===== src/common/mcsr_pkg.sv =====
// Register map, field positions and constants of the motor control registers
package mcsr_pkg;
  localparam logic [6:0] MCSR_I2C_ADDR = 7'h52;  // Arbitrary bus address
  localparam logic [7:0] MCSR_OFF_SPD_LOW = 8'h00;
  localparam logic [7:0] MCSR_OFF_SPD_HIGH = 8'h01;
  localparam logic [7:0] MCSR_OFF_NVM_UNLOCK = 8'h02;
  localparam logic [7:0] MCSR_OFF_NVM_CONTROL = 8'h03;
  localparam logic [7:0] MCSR_OFF_FAULT_FLAGS = 8'h10;
  localparam int MCSR_BIT_TAKEOVER = 7;
  localparam int MCSR_BIT_SPD_MSB = 0;
  localparam int MCSR_BIT_INHIBIT = 7;
  localparam int MCSR_BIT_CFG_WE = 6;
  localparam int MCSR_BIT_RELOAD = 5;
  localparam int MCSR_BIT_PROGRAM = 4;
  localparam int MCSR_BIT_THERMAL = 7;
  localparam int MCSR_BIT_LOWPWR = 6;
  localparam int MCSR_BIT_OVERCUR = 5;
  localparam int MCSR_BIT_LOCKED = 4;
  localparam logic [7:0] MCSR_UNLOCK_KEY = 8'hB6;
  localparam logic [7:0] MCSR_RST_BYTE = 8'h00;
  localparam logic [8:0] MCSR_RST_SPEED = 9'h000;
endpackage


===== src/rtl/mcsr_sync.sv =====
// Two-flop synchroniser for one level from outside the clock domain
`timescale 1ns/1ps
module mcsr_sync (
  input wire logic mclk,
  input wire logic rst,
  input wire logic d,
  output logic q
);
  typedef struct packed {
    logic s1;
    logic s2;
  } mcsr_sync_t;
  mcsr_sync_t st_reg, st_next;
  always_comb begin
    st_next.s1 = d;
    st_next.s2 = st_reg.s1;
  end
  always_ff @(posedge mclk or posedge rst) begin
    if (rst) begin
      st_reg <= '0;
    end else begin
      st_reg <= st_next;
    end
  end
  assign q = st_reg.s2;
endmodule // mcsr_sync


===== src/rtl/mcsr_i2c_slave.sv =====
// I2C target: byte-wide register pointer, write and read strobes
`timescale 1ns/1ps
module mcsr_i2c_slave
  import mcsr_pkg::*;
(
  input wire logic mclk,
  input wire logic rst,
  input wire logic scl,
  input wire logic sda_in,
  output logic sda_out,
  output logic sda_oe,
  output logic wr_stb,
  output logic rd_stb,
  output logic [7:0] addr,
  output logic [7:0] wdata,
  input wire logic [7:0] rdata
);
  typedef enum logic [2:0] {
    MCSR_IDLE, MCSR_DEVADR, MCSR_ACK, MCSR_RXB, MCSR_TXB, MCSR_MACK
  } mcsr_ist_t;
  typedef struct packed {
    mcsr_ist_t st;
    logic scl_d;
    logic sda_d;
    logic [7:0] sh;
    logic [3:0] cnt;
    logic rnw;
    logic first;
    logic oe;
    logic [7:0] ptr;
    logic wr;
    logic rd;
    logic [7:0] wd;
  } mcsr_i2c_t;
  mcsr_i2c_t s_reg, s_next;
  logic scl_s, sda_s, rise, fall, start, stop;
  mcsr_sync u_scl (.mclk(mclk), .rst(rst), .d(scl), .q(scl_s));
  mcsr_sync u_sda (.mclk(mclk), .rst(rst), .d(sda_in), .q(sda_s));
  assign rise = scl_s & ~s_reg.scl_d;
  assign fall = ~scl_s & s_reg.scl_d;
  assign start = scl_s & s_reg.scl_d & s_reg.sda_d & ~sda_s;
  assign stop = scl_s & s_reg.scl_d & ~s_reg.sda_d & sda_s;
  always_comb begin
    s_next = s_reg;
    s_next.scl_d = scl_s;
    s_next.sda_d = sda_s;
    s_next.wr = 1'b0;
    s_next.rd = 1'b0;
    if (start) begin
      s_next.st = MCSR_DEVADR;
      s_next.cnt = 4'h0;
      s_next.oe = 1'b0;
    end else if (stop) begin
      s_next.st = MCSR_IDLE;
      s_next.oe = 1'b0;
    end else begin
      unique case (s_reg.st)
        MCSR_IDLE: ;
        MCSR_DEVADR, MCSR_RXB: begin
          if (rise) begin
            s_next.sh = {s_reg.sh[6:0], sda_s};
            s_next.cnt = s_reg.cnt + 4'h1;
          end
          if (fall && s_reg.cnt == 4'h8) begin
            s_next.cnt = 4'h0;
            if (s_reg.st == MCSR_DEVADR) begin
              if (s_reg.sh[7:1] == MCSR_I2C_ADDR) begin
                s_next.rnw = s_reg.sh[0];
                s_next.first = 1'b1;
                s_next.oe = 1'b1;
                s_next.st = MCSR_ACK;
              end else begin
                s_next.st = MCSR_IDLE;
              end
            end else begin
              s_next.oe = 1'b1;
              s_next.st = MCSR_ACK;
              if (s_reg.first) begin
                s_next.ptr = s_reg.sh;
                s_next.first = 1'b0;
              end else begin
                s_next.wd = s_reg.sh;
                s_next.wr = 1'b1;
              end
            end
          end
        end
        MCSR_ACK: begin
          if (fall) begin
            if (s_reg.rnw) begin
              // Load read byte; a read strobe lets status clear on read
              s_next.sh = rdata;
              s_next.rd = 1'b1;
              s_next.oe = ~rdata[7];
              s_next.st = MCSR_TXB;
              s_next.cnt = 4'h1;
            end else begin
              s_next.oe = 1'b0;
              s_next.st = MCSR_RXB;
            end
          end
        end
        MCSR_TXB: begin
          if (fall) begin
            if (s_reg.cnt == 4'h8) begin
              s_next.oe = 1'b0;
              s_next.st = MCSR_MACK;
              s_next.ptr = s_reg.ptr + 8'h01;
            end else begin
              s_next.sh = {s_reg.sh[6:0], 1'b0};
              s_next.oe = ~s_reg.sh[6];
              s_next.cnt = s_reg.cnt + 4'h1;
            end
          end
        end
        MCSR_MACK: begin
          if (rise) begin
            s_next.st = sda_s ? MCSR_IDLE : MCSR_ACK;
          end
        end
        default: s_next.st = MCSR_IDLE;
      endcase
    end
    if (s_reg.wr) begin
      s_next.ptr = s_reg.ptr + 8'h01;
    end
  end
  always_ff @(posedge mclk or posedge rst) begin
    if (rst) begin
      s_reg <= '{st: MCSR_IDLE, scl_d: 1'b1, sda_d: 1'b1, default: '0};
    end else begin
      s_reg <= s_next;
    end
  end
  assign sda_out = 1'b0;
  assign sda_oe = s_reg.oe;
  assign wr_stb = s_reg.wr;
  assign rd_stb = s_reg.rd;
  assign addr = s_reg.ptr;
  assign wdata = s_reg.wd;
endmodule // mcsr_i2c_slave


===== src/rtl/mcsr_regs.sv =====
// Control and status registers of the motor driver, reached over I2C
// Functional notes
// - Nine-bit speed command: low byte at 0x00, top bit at 0x01 bit 0.
// - Takeover bit at 0x01 bit 7 selects host speed command.
// - Low byte write snapshots stored top bit; nine bits apply together.
// - Key 0xB6 at 0x02 then program bit immediately enables programming.
// - Key not immediately followed by program bit is cleared.
// - Bit 7 of 0x03 inhibits sleep or standby.
// - Configuration writes allowed only while 0x03 bit 6 is set.
// - Reload bit copies non-volatile contents into configuration registers.
// - Program bit after valid unlock writes configuration to non-volatile.
// - Status bit 7 high while die is over temperature.
// - Status bit 6 shows sleep or standby entered.
// - Status bit 5 sticky on overcurrent event.
// - Reading status clears overcurrent flag; set again only on new event.
// - Status bit 4 high while rotor lock is detected.
`timescale 1ns/1ps
module mcsr_regs
  import mcsr_pkg::*;
(
  input wire logic mclk,
  input wire logic rst,
  input wire logic scl,
  input wire logic sda_in,
  output logic sda_out,
  output logic sda_oe,
  input wire logic thermal_in,
  input wire logic low_power_in,
  input wire logic overcurrent_in,
  input wire logic rotor_lock_in,
  input wire logic [8:0] pin_speed,
  output logic [8:0] speed_command_value,
  output logic host_speed_takeover,
  output logic low_power_inhibit,
  output logic cfg_write_enable,
  output logic nvm_reload,
  output logic nvm_program
);
  typedef struct packed {
    logic [7:0] spd_low;
    logic spd_msb;
    logic takeover;
    logic [8:0] spd_eff;
    logic [7:0] key;
    logic inhibit;
    logic cfg_we;
    logic reload;
    logic prog;
    logic thermal;
    logic lowpwr;
    logic overcur;
    logic locked;
    logic oc_d;
    logic sda_oe;
  } mcsr_regs_t;
  mcsr_regs_t r_reg, r_next;
  logic wr_stb, rd_stb, i2c_oe;
  logic [7:0] addr, wdata, rdata;
  logic thermal_s, lowpwr_s, oc_s, lock_s;
  logic [8:0] spd_hold;
  logic oc_rise, key_ok;

  mcsr_sync u_s0 (.mclk(mclk), .rst(rst), .d(thermal_in), .q(thermal_s));
  mcsr_sync u_s1 (.mclk(mclk), .rst(rst), .d(low_power_in), .q(lowpwr_s));
  mcsr_sync u_s2 (.mclk(mclk), .rst(rst), .d(overcurrent_in), .q(oc_s));
  mcsr_sync u_s3 (.mclk(mclk), .rst(rst), .d(rotor_lock_in), .q(lock_s));

  // Pin speed is a slow analog/PWM result; hold it through two flops too
  logic [8:0] pin_m_reg, pin_s_reg;
  always_ff @(posedge mclk or posedge rst) begin
    if (rst) begin
      pin_m_reg <= MCSR_RST_SPEED;
      pin_s_reg <= MCSR_RST_SPEED;
    end else begin
      pin_m_reg <= pin_speed;
      pin_s_reg <= pin_m_reg;
    end
  end
  assign spd_hold = pin_s_reg;

  mcsr_i2c_slave u_i2c (
    .mclk(mclk),
    .rst(rst),
    .scl(scl),
    .sda_in(sda_in),
    .sda_out(),
    .sda_oe(i2c_oe),
    .wr_stb(wr_stb),
    .rd_stb(rd_stb),
    .addr(addr),
    .wdata(wdata),
    .rdata(rdata)
  );

  // Read mux; unused bits zero
  always_comb begin
    rdata = 8'h00;
    unique case (addr)
      MCSR_OFF_SPD_LOW: rdata = r_reg.spd_low;
      MCSR_OFF_SPD_HIGH: begin
        rdata[MCSR_BIT_TAKEOVER] = r_reg.takeover;
        rdata[MCSR_BIT_SPD_MSB] = r_reg.spd_msb;
      end
      MCSR_OFF_NVM_UNLOCK: rdata = r_reg.key;
      MCSR_OFF_NVM_CONTROL: begin
        rdata[MCSR_BIT_INHIBIT] = r_reg.inhibit;
        rdata[MCSR_BIT_CFG_WE] = r_reg.cfg_we;
        rdata[MCSR_BIT_RELOAD] = r_reg.reload;
        rdata[MCSR_BIT_PROGRAM] = r_reg.prog;
      end
      MCSR_OFF_FAULT_FLAGS: begin
        rdata[MCSR_BIT_THERMAL] = r_reg.thermal;
        rdata[MCSR_BIT_LOWPWR] = r_reg.lowpwr;
        rdata[MCSR_BIT_OVERCUR] = r_reg.overcur;
        rdata[MCSR_BIT_LOCKED] = r_reg.locked;
      end
      default: rdata = 8'h00;
    endcase
  end

  assign oc_rise = oc_s & ~r_reg.oc_d;
  assign key_ok = (r_reg.key == MCSR_UNLOCK_KEY);

  always_comb begin
    r_next = r_reg;
    r_next.oc_d = oc_s;
    r_next.reload = 1'b0;
    r_next.prog = 1'b0;
    r_next.sda_oe = i2c_oe;
    r_next.thermal = thermal_s;
    r_next.lowpwr = lowpwr_s & ~r_reg.inhibit;
    r_next.locked = lock_s;
    if (wr_stb) begin
      // Any write drops the key, the program bit write included; a write to 0x02 loads a new one
      if (r_reg.key != 8'h00) begin
        r_next.key = 8'h00;
      end
      unique case (addr)
        MCSR_OFF_SPD_LOW: begin
          r_next.spd_low = wdata;
          r_next.spd_eff = {r_reg.spd_msb, wdata};
        end
        MCSR_OFF_SPD_HIGH: begin
          r_next.takeover = wdata[MCSR_BIT_TAKEOVER];
          r_next.spd_msb = wdata[MCSR_BIT_SPD_MSB];
        end
        MCSR_OFF_NVM_UNLOCK: r_next.key = wdata;
        MCSR_OFF_NVM_CONTROL: begin
          r_next.inhibit = wdata[MCSR_BIT_INHIBIT];
          r_next.cfg_we = wdata[MCSR_BIT_CFG_WE];
          r_next.reload = wdata[MCSR_BIT_RELOAD];
          r_next.prog = wdata[MCSR_BIT_PROGRAM] & key_ok;
        end
        default: ;
      endcase
    end
    // Event wins over read clear
    if (rd_stb && addr == MCSR_OFF_FAULT_FLAGS) begin
      r_next.overcur = 1'b0;
    end
    if (oc_rise) begin
      r_next.overcur = 1'b1;
    end
  end

  always_ff @(posedge mclk or posedge rst) begin
    if (rst) begin
      r_reg <= '0;
    end else begin
      r_reg <= r_next;
    end
  end

  // Takeover selects the host value, else the pin-derived command
  logic [8:0] spd_out_reg;
  always_ff @(posedge mclk or posedge rst) begin
    if (rst) begin
      spd_out_reg <= MCSR_RST_SPEED;
    end else begin
      spd_out_reg <= r_reg.takeover ? r_reg.spd_eff : spd_hold;
    end
  end

  assign speed_command_value = spd_out_reg;
  assign host_speed_takeover = r_reg.takeover;
  assign low_power_inhibit = r_reg.inhibit;
  assign cfg_write_enable = r_reg.cfg_we;
  assign nvm_reload = r_reg.reload;
  assign nvm_program = r_reg.prog;
  assign sda_out = 1'b0;
  assign sda_oe = r_reg.sda_oe;

  a_low_byte_snap: assert property (@(posedge mclk) disable iff (rst)
    wr_stb && addr == MCSR_OFF_SPD_LOW |=>
      r_reg.spd_eff == {$past(r_reg.spd_msb), $past(wdata)})
    else $error("speed snapshot wrong");
  a_msb_no_apply: assert property (@(posedge mclk) disable iff (rst)
    wr_stb && addr == MCSR_OFF_SPD_HIGH |=> $stable(r_reg.spd_eff))
    else $error("top bit applied without low byte");
  a_takeover_sel: assert property (@(posedge mclk) disable iff (rst)
    r_reg.takeover |=> speed_command_value == $past(r_reg.spd_eff))
    else $error("takeover not honoured");
  a_prog_needs_key: assert property (@(posedge mclk) disable iff (rst)
    nvm_program |-> $past(r_reg.key) == MCSR_UNLOCK_KEY)
    else $error("program without unlock");
  a_key_dropped: assert property (@(posedge mclk) disable iff (rst)
    wr_stb && addr != MCSR_OFF_NVM_UNLOCK |=> r_reg.key == 8'h00)
    else $error("key not cleared");
  a_oc_sticky: assert property (@(posedge mclk) disable iff (rst)
    r_reg.overcur && !(rd_stb && addr == MCSR_OFF_FAULT_FLAGS)
      |=> r_reg.overcur)
    else $error("overcurrent flag lost");
  a_oc_rd_clear: assert property (@(posedge mclk) disable iff (rst)
    rd_stb && addr == MCSR_OFF_FAULT_FLAGS && !oc_rise
      |=> !r_reg.overcur)
    else $error("overcurrent not cleared on read");
  a_inhibit_sleep: assert property (@(posedge mclk) disable iff (rst)
    r_reg.inhibit ##1 r_reg.inhibit |-> !r_reg.lowpwr)
    else $error("low power shown while inhibited");
  a_thermal_flag: assert property (@(posedge mclk) disable iff (rst)
    thermal_s |=> r_reg.thermal)
    else $error("thermal flag missing");
  a_unused_zero: assert property (@(posedge mclk) disable iff (rst)
    addr == MCSR_OFF_FAULT_FLAGS |-> rdata[3:0] == 4'h0)
    else $error("unused status bits nonzero");
  a_reload_pulse: assert property (@(posedge mclk) disable iff (rst)
    nvm_reload |=> !nvm_reload)
    else $error("reload held longer than one cycle");
  a_prog_pulse: assert property (@(posedge mclk) disable iff (rst)
    nvm_program |=> !nvm_program)
    else $error("program held longer than one cycle");
  a_lock_flag: assert property (@(posedge mclk) disable iff (rst)
    lock_s |=> r_reg.locked)
    else $error("rotor lock flag missing");
  a_lowpwr_flag: assert property (@(posedge mclk) disable iff (rst)
    lowpwr_s && !r_reg.inhibit |=> r_reg.lowpwr)
    else $error("low power flag missing");
endmodule // mcsr_regs


===== config.mk =====
export PLATFORM = sky130hd
export DESIGN_NAME = mcsr_regs
export DESIGN_NICKNAME = d
export VERILOG_FILES = /design/src/common/mcsr_pkg.sv /design/src/rtl/mcsr_sync.sv /design/src/rtl/mcsr_i2c_slave.sv /design/src/rtl/mcsr_regs.sv
export SDC_FILE = /design/constraint.sdc
export NUM_CORES = 1
export LEC_CHECK = 0
export BUFFER_PORTS_ARGS = -buffer_cell sky130_fd_sc_hd__buf_2
export CORE_MARGIN = 4
export CORE_UTILIZATION = 63
export CTS_CLUSTER_SIZE = 10
export DETAILED_ROUTE_END_ITERATION = 8
export GPL_TIMING_DRIVEN = 1
export PLACE_DENSITY_LB_ADDON = 0.15
export SLEW_MARGIN = 30
export SYNTH_ARGS = -nofsm -noshare
export SYNTH_HDL_FRONTEND = slang
export SYNTH_SLANG_ARGS = --single-unit

===== constraint.sdc =====
create_clock -name mclk -period 7.45 [get_ports mclk]
set_input_delay 0 -clock mclk [delete_from_list [all_inputs] [get_ports mclk]]
set_output_delay 0 -clock mclk [all_outputs]
set_load 0.02 [all_outputs]

# After elaboration in Yosys (flattened, before gate mapping)
# Index checks and enable logic that the tools add are counted.
# word_totals
reg_bits,114
latchBits,0
ram_bits,0
rom_bits,0
wordCells,187
mem_count,0
# op_classes
add_sub_neg,2
multipliers,0
div_mod_pow,0
magnitude_cmp,0
eq_ne,38
shifts,0
muxes,59
n_bitwise,22
n_reduce_logical,24
# op_table
op,count
8-bit two-way mux,9
12-bit two-way mux,5
18-bit two-way mux,2
12-bit case mux with 3 select lines,1
3-bit two-way mux,9
9-bit two-way mux,3
"3-bit by 1-bit inequality test with 1-bit output, second input constant",8
"4-bit by 1-bit inequality test with 1-bit output, second input constant",6
6-bit AND reduction,3
"8-bit by 2-bit equality test with 1-bit output, second input constant",2
16-bit two-way mux,1
8-bit case mux with 2 select lines,1
8-bit AND reduction,2
3-bit case mux with 5 select lines,1
2-bit two-way mux,7
"2-bit by 1-bit inequality test with 1-bit output, second input constant",7
1-bit two-way mux,13
1-bit NOT,12
3-bit case mux with 4 select lines,1
1-bit AND,10
5-bit AND reduction,2
"8-bit by 1-bit adder with 8-bit output, second input constant",1
"8-bit by 1-bit equality test with 1-bit output, second input constant",1
"8-bit by 5-bit equality test with 1-bit output, second input constant",1
26 further kinds,37

# Logic depth before layout (Yosys ltp)
# Gate-level depths: netlist of run 1.
# depth
word_depth,8
ltp_mapped,8

# Hierarchy
# Synthesis of run 1 repeated with hierarchy kept, for this count alone.
# hier_totals
cells_unflattened,423
area_unflattened_um2,4793.3
# modules_own_cells
mod,n_inst,cells_each,area_per_inst_um2,seq_area_each_um2
mcsr_i2c_slave,1,246,2318.5,953.4
mcsr_regs,1,159,2152.1,1401.3
mcsr_sync,6,3,53.8,50.0

# Least setup slack after synthesis of run 1
# Ideal clock, no wire load.
# synth_timing
kind,register to register
start,"register u_i2c.s_reg, in the netlist u_i2c.addr[2]"
end,register r_reg[25] (netlist name)
setup_time_ns,0.125
arrival_ns,2.211
required_time_ns,7.325
setup_slack_ns,5.114
stages_incl_launch_ff,7
n_path_buf,2
synth_period_minus_slack_ns,2.336
cell_sequence,dfrtp_1 or4_4 or3b_1 buf_2 or3_1 buf_6 mux2_4
# synth_via
elab_chain_len,2
# synth_rtl
element,line,source
start: declaration,mcsr_i2c_slave.sv:35,"mcsr_i2c_t s_reg, s_next;"
start signal: assignment,mcsr_i2c_slave.sv:132,s_reg <= s_next;
8-bit logical NOT,mcsr_regs.sv:138,unique case (addr)
2-bit AND reduction (no source line),n/a,
end signal: assignment,mcsr_regs.sv:170,r_reg <= r_next;
end: declaration,mcsr_regs.sv:56,"mcsr_regs_t r_reg, r_next;"
# Every way passes these cells.
# A chain may end at the register's enable or synchronous reset.

# Worst setup path in the final report of run 1
# Ends and elaborated chain as after synthesis.

==> flow_summary.html, run 1 <==
<table>
<tr><th>Metric</th><th>Value</th></tr>
<tr><th colspan="2">STA</th></tr>
<tr><td>Count of final setup violators</td><td>0</td></tr>
<tr><td>F_max</td><td>369 MHz</td></tr>
<tr><td>Setup clock skew after layout</td><td>0.0113 ns</td></tr>
<tr><td>Tightest Pin Transition</td><td>0.902 ns</td></tr>
<tr><td>Final sum of negative setup slack</td><td>0 ns</td></tr>
<tr><td>RSZ-0062 raised after global routing</td><td>no</td></tr>
<tr><td>Worst setup margin</td><td>4.74 ns</td></tr>
<tr><td>Period utilisation layout</td><td>36.4%</td></tr>
<tr><td>Shortest period the worst path allows</td><td>2.71 ns</td></tr>
<tr><td>Slew Limit Fails</td><td>0</td></tr>
<tr><td>Headroom to the max-slew limit</td><td>39.1%</td></tr>
<tr><td>Count of final hold-check violations</td><td>0</td></tr>
<tr><th colspan="2">Setup path</th></tr>
<tr><td>Endpoint of the lowest-slack register-to-register path</td><td>r_reg[25]</td></tr>
<tr><td>Data arrival at the endpoint of the critical path</td><td>2.97 ns</td></tr>
<tr><td>Critical path, cell by cell</td><td>or4_4, or3b_1, or3_1, mux2_4</td></tr>
<tr><td>Launching point of the worst reg2reg path</td><td>u_i2c.addr[2]</td></tr>
<tr><td>Depth of the most critical reg-to-reg path</td><td>4</td></tr>
<tr><td>Startpoint kind of the worst setup timing path</td><td>flop</td></tr>
<tr><td>Required time of the worst setup path</td><td>7.71 ns</td></tr>
<tr><td>Cell count along the critical path</td><td>4</td></tr>
<tr><td>Setup crit end kind</td><td>flop</td></tr>
<tr><td>Worst path max stage delay</td><td>0.63 ns</td></tr>
<tr><td>Critical Path Start</td><td>u_i2c.addr[2]</td></tr>
<tr><td>Crit path capture</td><td>r_reg[25]</td></tr>
<tr><td>Category of cells accounting for the largest share of critical-path delay</td><td>simple AND/OR/NAND/NOR gates</td></tr>
<tr><td>Setup CP Type</td><td>flop to flop</td></tr>
<tr><td>Maximum fanout along the worst path</td><td>10</td></tr>
<tr><td>CP max-delay cell</td><td>sky130_fd_sc_hd__or3_1</td></tr>
<tr><td>Internal reg-to-reg setup slack</td><td>4.74 ns</td></tr>
<tr><td>Crit path buffers/inverters</td><td>0</td></tr>
<tr><th colspan="2">Routing</th></tr>
<tr><td>Drc violations</td><td>0</td></tr>
<tr><td>Router iterations before antenna repair</td><td>6</td></tr>
<tr><td>Number of nets still failing antenna checks after routing</td><td>0</td></tr>
<tr><td>Routed WL per cell</td><td>18.0 um</td></tr>
<tr><td>Post-detailed-route via-to-cell ratio</td><td>6.20</td></tr>
<tr><td>Total wirelength of the detailed-routed design</td><td>9.61 mm</td></tr>
<tr><td>Via count</td><td>3306</td></tr>
<tr><td>DRT iter0 DRCs</td><td>441</td></tr>
<tr><th colspan="2">CTS</th></tr>
<tr><td>Number of sinks driven by the clock tree</td><td>106</td></tr>
<tr><td>Total clock buffers created by CTS</td><td>9</td></tr>
<tr><td>Count of hold-fix buffers inserted at cts</td><td>16</td></tr>
<tr><td>Clock latency on the worst-skew pair</td><td>0.38 ns</td></tr>
<tr><td>Count of buffers added by post-CTS timing repair for setup</td><td>0</td></tr>
<tr><td>H-tree levels</td><td>3</td></tr>
<tr><td>Post-cts sizing count</td><td>0</td></tr>
<tr><td>Largest buffer count on any clock path</td><td>2</td></tr>
<tr><td>TritonCTS clock tree</td><td>done</td></tr>
<tr><td>Register clock-pin slew on the reported worst setup and hold paths</td><td>0.10 ns</td></tr>
<tr><td>Cell chosen for the clock root</td><td>sky130_fd_sc_hd__clkbuf_8</td></tr>
<tr><th colspan="2">Floorplan</th></tr>
<tr><td>Placement row count</td><td>30</td></tr>
<tr><td>Die width</td><td>92.8 um</td></tr>
<tr><td>Number of top-level design ports</td><td>33</td></tr>
<tr><td>Vertical die dimension</td><td>92.8 um</td></tr>
<tr><td>Core area</td><td>6910 um2</td></tr>
<tr><td>Die footprint</td><td>8610 um2</td></tr>
<tr><td>Starting utilization of the core area</td><td>65.6%</td></tr>
<tr><th colspan="2">Finish</th></tr>
<tr><td>Top library cells by usage in the layout, fill and taps aside</td><td>104 x sky130_fd_sc_hd__dfrtp_1, 31 x sky130_fd_sc_hd__buf_2, 26 x sky130_fd_sc_hd__nor2_1</td></tr>
<tr><td>Antenna cell count</td><td>0</td></tr>
<tr><td>Flip-flop count of the largest register after layout</td><td>23</td></tr>
<tr><td>Final design instance area without fill</td><td>5120 um2</td></tr>
<tr><td>Final Net Count</td><td>455</td></tr>
<tr><td>Share of cells above drive strength 1</td><td>20.4%</td></tr>
<tr><td>Area growth, synth to finish</td><td>13.0%</td></tr>
<tr><td>Commonest non-fill, non-tap cell in the layout</td><td>sky130_fd_sc_hd__dfrtp_1</td></tr>
<tr><th colspan="2">Yosys</th></tr>
<tr><td>Synth Net Count</td><td>415</td></tr>
<tr><td>Count of flip-flops with a built-in enable after synthesis</td><td>0</td></tr>
<tr><td>Number of unique standard cell types used by synthesis</td><td>61</td></tr>
<tr><td>Post-Syn Area per Cell</td><td>11.6 um2</td></tr>
<tr><td>Cell accounting for the most synthesized area</td><td>sky130_fd_sc_hd__dfrtp_1</td></tr>
<tr><td>Simple-Gate Fraction of Synth Area</td><td>12.6%</td></tr>
<tr><td>Post-Synthesis Cells</td><td>392</td></tr>
<tr><td>Cell area after technology mapping</td><td>4530 um2</td></tr>
<tr><td>Synthesized-area fraction occupied by ao, oa, aoi and oai cells</td><td>14.4%</td></tr>
<tr><td>Async S/R FF share, synth</td><td>100%</td></tr>
<tr><td>Adder and majority gate portion of the synthesized area</td><td>1.66%</td></tr>
<tr><td>Post-synth top flop</td><td>sky130_fd_sc_hd__dfrtp_1</td></tr>
<tr><td>Top cell type's share of synthesized area</td><td>57.4%</td></tr>
<tr><td>Biggest area contributors in the synthesized netlist</td><td>sky130_fd_sc_hd__dfrtp_1 57%, sky130_fd_sc_hd__mux2_2 5.5%, sky130_fd_sc_hd__a21oi_1 2.8%</td></tr>
<tr><td>Dominant combinational cell family by area after synthesis</td><td>compound AO/OA/AOI/OAI gates</td></tr>
<tr><td>Sequential-to-total area share from yosys stat</td><td>58.6%</td></tr>
<tr><td>Xor and xnor fraction of the mapped netlist area</td><td>0.387%</td></tr>
<tr><td>Count of synthesis-stage warnings from yosys</td><td>0</td></tr>
<tr><td>Flops &amp; latches, synth</td><td>106</td></tr>
<tr><td>Portion of netlist area occupied by mux cells</td><td>9.00%</td></tr>
<tr><th colspan="2">Outcome</th></tr>
<tr><td>Result of the run</td><td>complete, no violations</td></tr>
<tr><th colspan="2">Hold path</th></tr>
<tr><td>Worst hold path type</td><td>primary input to asynchronous set/reset pin</td></tr>
<tr><th colspan="2">Global route</th></tr>
<tr><td>Number of antenna violations at the first check in global routing</td><td>0</td></tr>
<tr><td>Vias in the first global route</td><td>3212</td></tr>
<tr><td>Grt ovf</td><td>0</td></tr>
<tr><td>Largest net degree at the start of global routing</td><td>62</td></tr>
<tr><td>Wire length of the first global-routing pass</td><td>16.2 mm</td></tr>
<tr><td>Gr usage total</td><td>24.1%</td></tr>
<tr><th colspan="2">Power and ir drop</th></tr>
<tr><td>Total power</td><td>1.54 mW</td></tr>
<tr><td>Cell area power density</td><td>300 nW/um2</td></tr>
<tr><td>Static leakage power</td><td>2.32 nW</td></tr>
<tr><td>Max IR drop VDD</td><td>0.000180 V</td></tr>
<tr><th colspan="2">Place</th></tr>
<tr><td>Placement-stage worst setup slack</td><td>4.81 ns</td></tr>
<tr><td>Area after detailed placement</td><td>4740 um2</td></tr>
<tr><td>Total half-perimeter wirelength after legalization and detailed placement</td><td>6.52 mm</td></tr>
<tr><td>Number of buffer cells added on primary ports</td><td>31</td></tr>
<tr><td>Final weighted congestion in routability-driven placement</td><td>0.979</td></tr>
<tr><th colspan="2">Flow run</th></tr>
<tr><td>MaxCap Viol Count</td><td>0</td></tr>
</table>
-- stage by stage --
stage | instances | hold WS (ns) | util (%)
floorplan | 392 | 0.0314 | -
global placement | 501 | 0.0809 | 68.5
detailed placement | 501 | 0.0955 | 68.6
CTS | 533 | 0.239 | 74.1
global route | 533 | 0.258 | 74.2
finish | 533 | 0.225 | 74.2
-- area by class of cell --
type | count | area, um2
Clock buffer | 10 | 138
Clock inverter | 6 | 82.6
Fill cell | 460 | 1780
Inverter | 18 | 70.1
Multi-Input combinational cell | 249 | 1730
Sequential cell | 106 | 2660
Tap cell | 96 | 120
Timing Repair Buffer | 48 | 323
-- cell families (layout without fill, tap and decap cells) --
logic type,Yosys count,after routing
other,1,1
buffers and inverters,37,82
muxes,34,34
and+or+nand+nor,110,110
xor gates and xnor gates,2,2
DFF,106,106
AOI/OAI and AO/OA,96,96
adders and majority gates,6,6
-- synthesized netlist by cell type, types with 3 or more instances --
cell and number:
sky130_fd_sc_hd__nor3b_1 3, sky130_fd_sc_hd__o31ai_1 3, sky130_fd_sc_hd__a21o_1 4, sky130_fd_sc_hd__or3_1 4
sky130_fd_sc_hd__nand2_1 21, sky130_fd_sc_hd__o22ai_1 5, sky130_fd_sc_hd__a21oi_1 25, sky130_fd_sc_hd__mux2_2 22
sky130_fd_sc_hd__a221oi_1 3, sky130_fd_sc_hd__mux2_4 8, sky130_fd_sc_hd__dfrtp_1 104, sky130_fd_sc_hd__nand2b_1 4
sky130_fd_sc_hd__mux2i_1 4, sky130_fd_sc_hd__a22o_1 5, sky130_fd_sc_hd__nor2_1 26, sky130_fd_sc_hd__inv_1 18
sky130_fd_sc_hd__ha_1 6, sky130_fd_sc_hd__nand3b_1 3, sky130_fd_sc_hd__a22oi_1 9, sky130_fd_sc_hd__clkbuf_1 14
sky130_fd_sc_hd__o22a_1 6, sky130_fd_sc_hd__nor2b_1 4, sky130_fd_sc_hd__nand3_1 12, sky130_fd_sc_hd__and3_1 5
sky130_fd_sc_hd__o21ai_0 17, sky130_fd_sc_hd__nand4_1 4, sky130_fd_sc_hd__and2_1 3, sky130_fd_sc_hd__nor3_1 11
-- per-layer routing --
metal | up-vias | routed length (um) | track usage (%) | part of all wire, %
li1 | 1493 | - | - | -
met1 | 1638 | 4220 | 34.9 | 44
met2 | 157 | 4540 | 37.4 | 47
met3 | 18 | 671 | 4.22 | 7.0
met4 | 0 | 173 | 7.69 | 1.8
met5 | - | 0 | 0 | 0
-- worst min path at each step --
| stage | startpoint | to | depth (start not counted) |
|---|---|---|---|
| 2_1_floorplan | pin_speed[0] | pin_m_reg[0] | 0 |
| 3_3_place_gp | rst | u_i2c.u_scl.q | 2 |
| 3_5_place_dp | rst | u_s0.q | 2 |
| 4_1_cts | rst | u_i2c.u_sda.q | 3 |
| 5_1_grt | rotor_lock_in | u_s3.st_next[0] | 2 |
| 6_report | rst | r_reg[5] | 3 |
-- report_power, final --
group          leakage [nW]  total (mW)  switching [mW]  internal [mW]
Sequential             1.33       0.773           0.118          0.654
Clock                 0.108       0.377           0.205          0.172
Combinational         0.885       0.387           0.232          0.156
Total                  2.32        1.54           0.555          0.982
-- tightest hold or removal path, cell delays in order --
cell and delay, ns:
sky130_fd_sc_hd__dlygate4sd3_1 0.53, sky130_fd_sc_hd__buf_2 0.14, sky130_fd_sc_hd__inv_4 0.40
Power figures use the tool's default switching activity.
==> run 2, diff against run 1 <==
- CORE_UTILIZATION: 63 -> 59
- clock period: 7.45 -> 2.7 ns (I/O delays scaled with it)
==> flow_summary.html, run 2 (synthesis gave the netlist of run 1 again) <==
<table>
<tr><th>Metric</th><th>Value</th></tr>
<tr><th colspan="2">Place</th></tr>
<tr><td>Placed Cells</td><td>516 (was 501)</td></tr>
<tr><td>Total half-perimeter wirelength after legalization and detailed placement</td><td>6.72 mm (was 6.52 mm)</td></tr>
<tr><td>Number of buffer cells added on primary ports</td><td>31 (unchanged)</td></tr>
<tr><td>Placement-stage worst setup slack</td><td>0.212 ns (was 4.81 ns)</td></tr>
<tr><td>Area after detailed placement</td><td>4830 um2 (was 4740 um2)</td></tr>
<tr><td>Final weighted congestion in routability-driven placement</td><td>0.893 (was 0.979)</td></tr>
<tr><th colspan="2">Global route</th></tr>
<tr><td>Largest net degree at the start of global routing</td><td>53 (was 62)</td></tr>
<tr><td>Grt ovf</td><td>0 (unchanged)</td></tr>
<tr><td>Gr usage total</td><td>22.7% (was 24.1%)</td></tr>
<tr><td>Wire length of the first global-routing pass</td><td>15.8 mm (was 16.2 mm)</td></tr>
<tr><td>Vias in the first global route</td><td>3137 (was 3212)</td></tr>
<tr><td>Number of antenna violations at the first check in global routing</td><td>0 (unchanged)</td></tr>
<tr><th colspan="2">Setup path</th></tr>
<tr><td>Startpoint kind of the worst setup timing path</td><td>flop (unchanged)</td></tr>
<tr><td>CP max-delay cell</td><td>sky130_fd_sc_hd__or3_1 (unchanged)</td></tr>
<tr><td>Maximum fanout along the worst path</td><td>10 (unchanged)</td></tr>
<tr><td>Setup crit end kind</td><td>flop (unchanged)</td></tr>
<tr><td>Setup CP Type</td><td>flop to flop (unchanged)</td></tr>
<tr><td>Data arrival at the endpoint of the critical path</td><td>2.76 ns (was 2.97 ns)</td></tr>
<tr><td>Required time of the worst setup path</td><td>2.95 ns (was 7.71 ns)</td></tr>
<tr><td>Critical path, cell by cell</td><td>or4_4, or3b_1, or3_1, mux2_4 (unchanged)</td></tr>
<tr><td>Worst path max stage delay</td><td>0.58 ns (was 0.63 ns)</td></tr>
<tr><th colspan="2">CTS</th></tr>
<tr><td>Number of sinks driven by the clock tree</td><td>106 (unchanged)</td></tr>
<tr><td>Clock latency on the worst-skew pair</td><td>0.37 ns (was 0.38 ns)</td></tr>
<tr><td>Count of hold-fix buffers inserted at cts</td><td>16 (unchanged)</td></tr>
<tr><td>Total clock buffers created by CTS</td><td>9 (unchanged)</td></tr>
<tr><td>Largest buffer count on any clock path</td><td>2 (unchanged)</td></tr>
<tr><td>Register clock-pin slew on the reported worst setup and hold paths</td><td>0.11 ns (was 0.10 ns)</td></tr>
<tr><td>Post-cts sizing count</td><td>0 (unchanged)</td></tr>
<tr><td>Cell chosen for the clock root</td><td>sky130_fd_sc_hd__clkbuf_8 (unchanged)</td></tr>
<tr><td>Count of buffers added by post-CTS timing repair for setup</td><td>0 (unchanged)</td></tr>
<tr><td>TritonCTS clock tree</td><td>done (unchanged)</td></tr>
<tr><td>H-tree levels</td><td>3 (unchanged)</td></tr>
<tr><th colspan="2">Finish</th></tr>
<tr><td>Commonest non-fill, non-tap cell in the layout</td><td>sky130_fd_sc_hd__dfrtp_1 (unchanged)</td></tr>
<tr><td>Antenna cell count</td><td>0 (unchanged)</td></tr>
<tr><td>Final Net Count</td><td>467 (was 455)</td></tr>
<tr><td>Fillers</td><td>507 (was 460)</td></tr>
<tr><td>Final design instance area without fill</td><td>5220 um2 (was 5120 um2)</td></tr>
<tr><td>Top library cells by usage in the layout, fill and taps aside</td><td>104 x sky130_fd_sc_hd__dfrtp_1, 31 x sky130_fd_sc_hd__buf_2, 26 x sky130_fd_sc_hd__nor2_1 (unchanged)</td></tr>
<tr><td>Area growth, synth to finish</td><td>15.3% (was 13.0%)</td></tr>
<tr><td>Share of cells above drive strength 1</td><td>22.3% (was 20.4%)</td></tr>
<tr><td>Flip-flop count of the largest register after layout</td><td>23 (unchanged)</td></tr>
<tr><td>Final core occ</td><td>70.9% (was 74.2%)</td></tr>
<tr><td>Number of cells in the finished layout apart from fillers</td><td>548 (was 533)</td></tr>
<tr><th colspan="2">Routing</th></tr>
<tr><td>Drc violations</td><td>0 (unchanged)</td></tr>
<tr><td>Via count</td><td>3244 (was 3306)</td></tr>
<tr><td>DRT iter0 DRCs</td><td>242 (was 441)</td></tr>
<tr><td>Total wirelength of the detailed-routed design</td><td>9.66 mm (was 9.61 mm)</td></tr>
<tr><td>Post-detailed-route via-to-cell ratio</td><td>5.92 (was 6.20)</td></tr>
<tr><td>Number of nets still failing antenna checks after routing</td><td>0 (unchanged)</td></tr>
<tr><td>Routed WL per cell</td><td>17.6 um (was 18.0 um)</td></tr>
<tr><td>Router iterations before antenna repair</td><td>5 (was 6)</td></tr>
<tr><th colspan="2">STA</th></tr>
<tr><td>Slew Limit Fails</td><td>0 (unchanged)</td></tr>
<tr><td>Final sum of negative setup slack</td><td>0 ns (unchanged)</td></tr>
<tr><td>RSZ-0062 raised after global routing</td><td>no (unchanged)</td></tr>
<tr><td>Count of final hold-check violations</td><td>0 (unchanged)</td></tr>
<tr><td>Period utilisation layout</td><td>93.0% (was 36.4%)</td></tr>
<tr><td>Worst setup margin</td><td>0.189 ns (was 4.74 ns)</td></tr>
<tr><td>Count of final setup violators</td><td>0 (unchanged)</td></tr>
<tr><td>Headroom to the max-slew limit</td><td>54.7% (was 39.1%)</td></tr>
<tr><td>Setup clock skew after layout</td><td>0.0145 ns (was 0.0113 ns)</td></tr>
<tr><td>Shortest period the worst path allows</td><td>2.51 ns (was 2.71 ns)</td></tr>
<tr><td>Hold_ws</td><td>0.175 ns (was 0.225 ns)</td></tr>
<tr><td>Tightest Pin Transition</td><td>0.669 ns (was 0.902 ns)</td></tr>
<tr><td>F_max</td><td>398 MHz (was 369 MHz)</td></tr>
<tr><th colspan="2">Power and ir drop</th></tr>
<tr><td>Static leakage power</td><td>2.38 nW (was 2.32 nW)</td></tr>
<tr><td>Max IR drop VDD</td><td>0.000617 V (was 0.000180 V)</td></tr>
<tr><td>Cell area power density</td><td>831 nW/um2 (was 300 nW/um2)</td></tr>
<tr><td>Total power</td><td>4.34 mW (was 1.54 mW)</td></tr>
<tr><th colspan="2">Outcome</th></tr>
<tr><td>Result of the run</td><td>complete, no violations (unchanged)</td></tr>
<tr><th colspan="2">Floorplan</th></tr>
<tr><td>Die footprint</td><td>9150 um2 (was 8610 um2)</td></tr>
<tr><td>Die width</td><td>95.6 um (was 92.8 um)</td></tr>
<tr><td>Core area</td><td>7370 um2 (was 6910 um2)</td></tr>
<tr><td>Number of top-level design ports</td><td>33 (unchanged)</td></tr>
<tr><td>Starting utilization of the core area</td><td>61.5% (was 65.6%)</td></tr>
<tr><td>Placement row count</td><td>31 (was 30)</td></tr>
<tr><td>Vertical die dimension</td><td>95.6 um (was 92.8 um)</td></tr>
<tr><th colspan="2">Hold path</th></tr>
<tr><td>Worst hold path type</td><td>primary input to asynchronous set/reset pin (unchanged)</td></tr>
<tr><th colspan="2">Flow run</th></tr>
<tr><td>MaxCap Viol Count</td><td>0 (unchanged)</td></tr>
</table>
==> run 2: cell types whose count changed in the layout (fill, tap and decap cells not counted), sizes merged <==
cell    before  now
buf         32   44
inv         21   19
clkbuf      10    9
clkinv       1    4
==> run 2: metal layers <==
layer,track usage [%],up-vias,wire (um),share of wire (%)
met5,0,-,0,0
met4,7.58,0,172,1.8
met3,4.26,14,430,4.5
met2,34.3,105,4630,48
met1,33.1,1604,4420,46
li1,-,1521,-,-
==> run 2: critical path: cells and delay by family (launching register included) <==
family	cells	cell delay [ns]
multiplexers	1	0.39
AND/OR/NAND/NOR	3	1.55
flip-flops	1	0.45
==> run 2: worst paths after layout <==
path / start / endpoint / slack (ns) / cells after the start
max in group asynchronous: rst / r_reg[13] / 1.56 / 4
worst min-delay path: rst / u_i2c.s_reg[19] / 0.17 / 3
min in group mclk: pin_speed[3] / pin_m_reg[3] / 0.26 / 2
worst max register to register: u_i2c.addr[2] / r_reg[30] / 0.19 / 4
worst min register to register: u_s3.q / r_reg[2] / 0.36 / 0
worst max-delay path: u_i2c.addr[2] / r_reg[30] / 0.19 / 4
==> run 2: cell type report <==
cell class              instances  area, um2  share of cell area (%)
flip-flops and latches        106       2660                    50.8
multi-input cells             249       1730                    33.1
repair buffers                 60        413                    7.90
clock buffers                   9        124                    2.37
well taps                      99        124                    2.37
clock inverters                 7        108                    2.06
inverters                      18       71.3                    1.37
==> run 2: power breakdown <==
part / total [mW] / internal [mW] / switching (mW) / leakage, nW
registers: 2.09 / 1.81 / 0.288 / 1.33
logic: 1.20 / 0.527 / 0.668 / 0.940
clock network: 1.05 / 0.463 / 0.590 / 0.114
total: 4.34 / 2.80 / 1.55 / 2.38
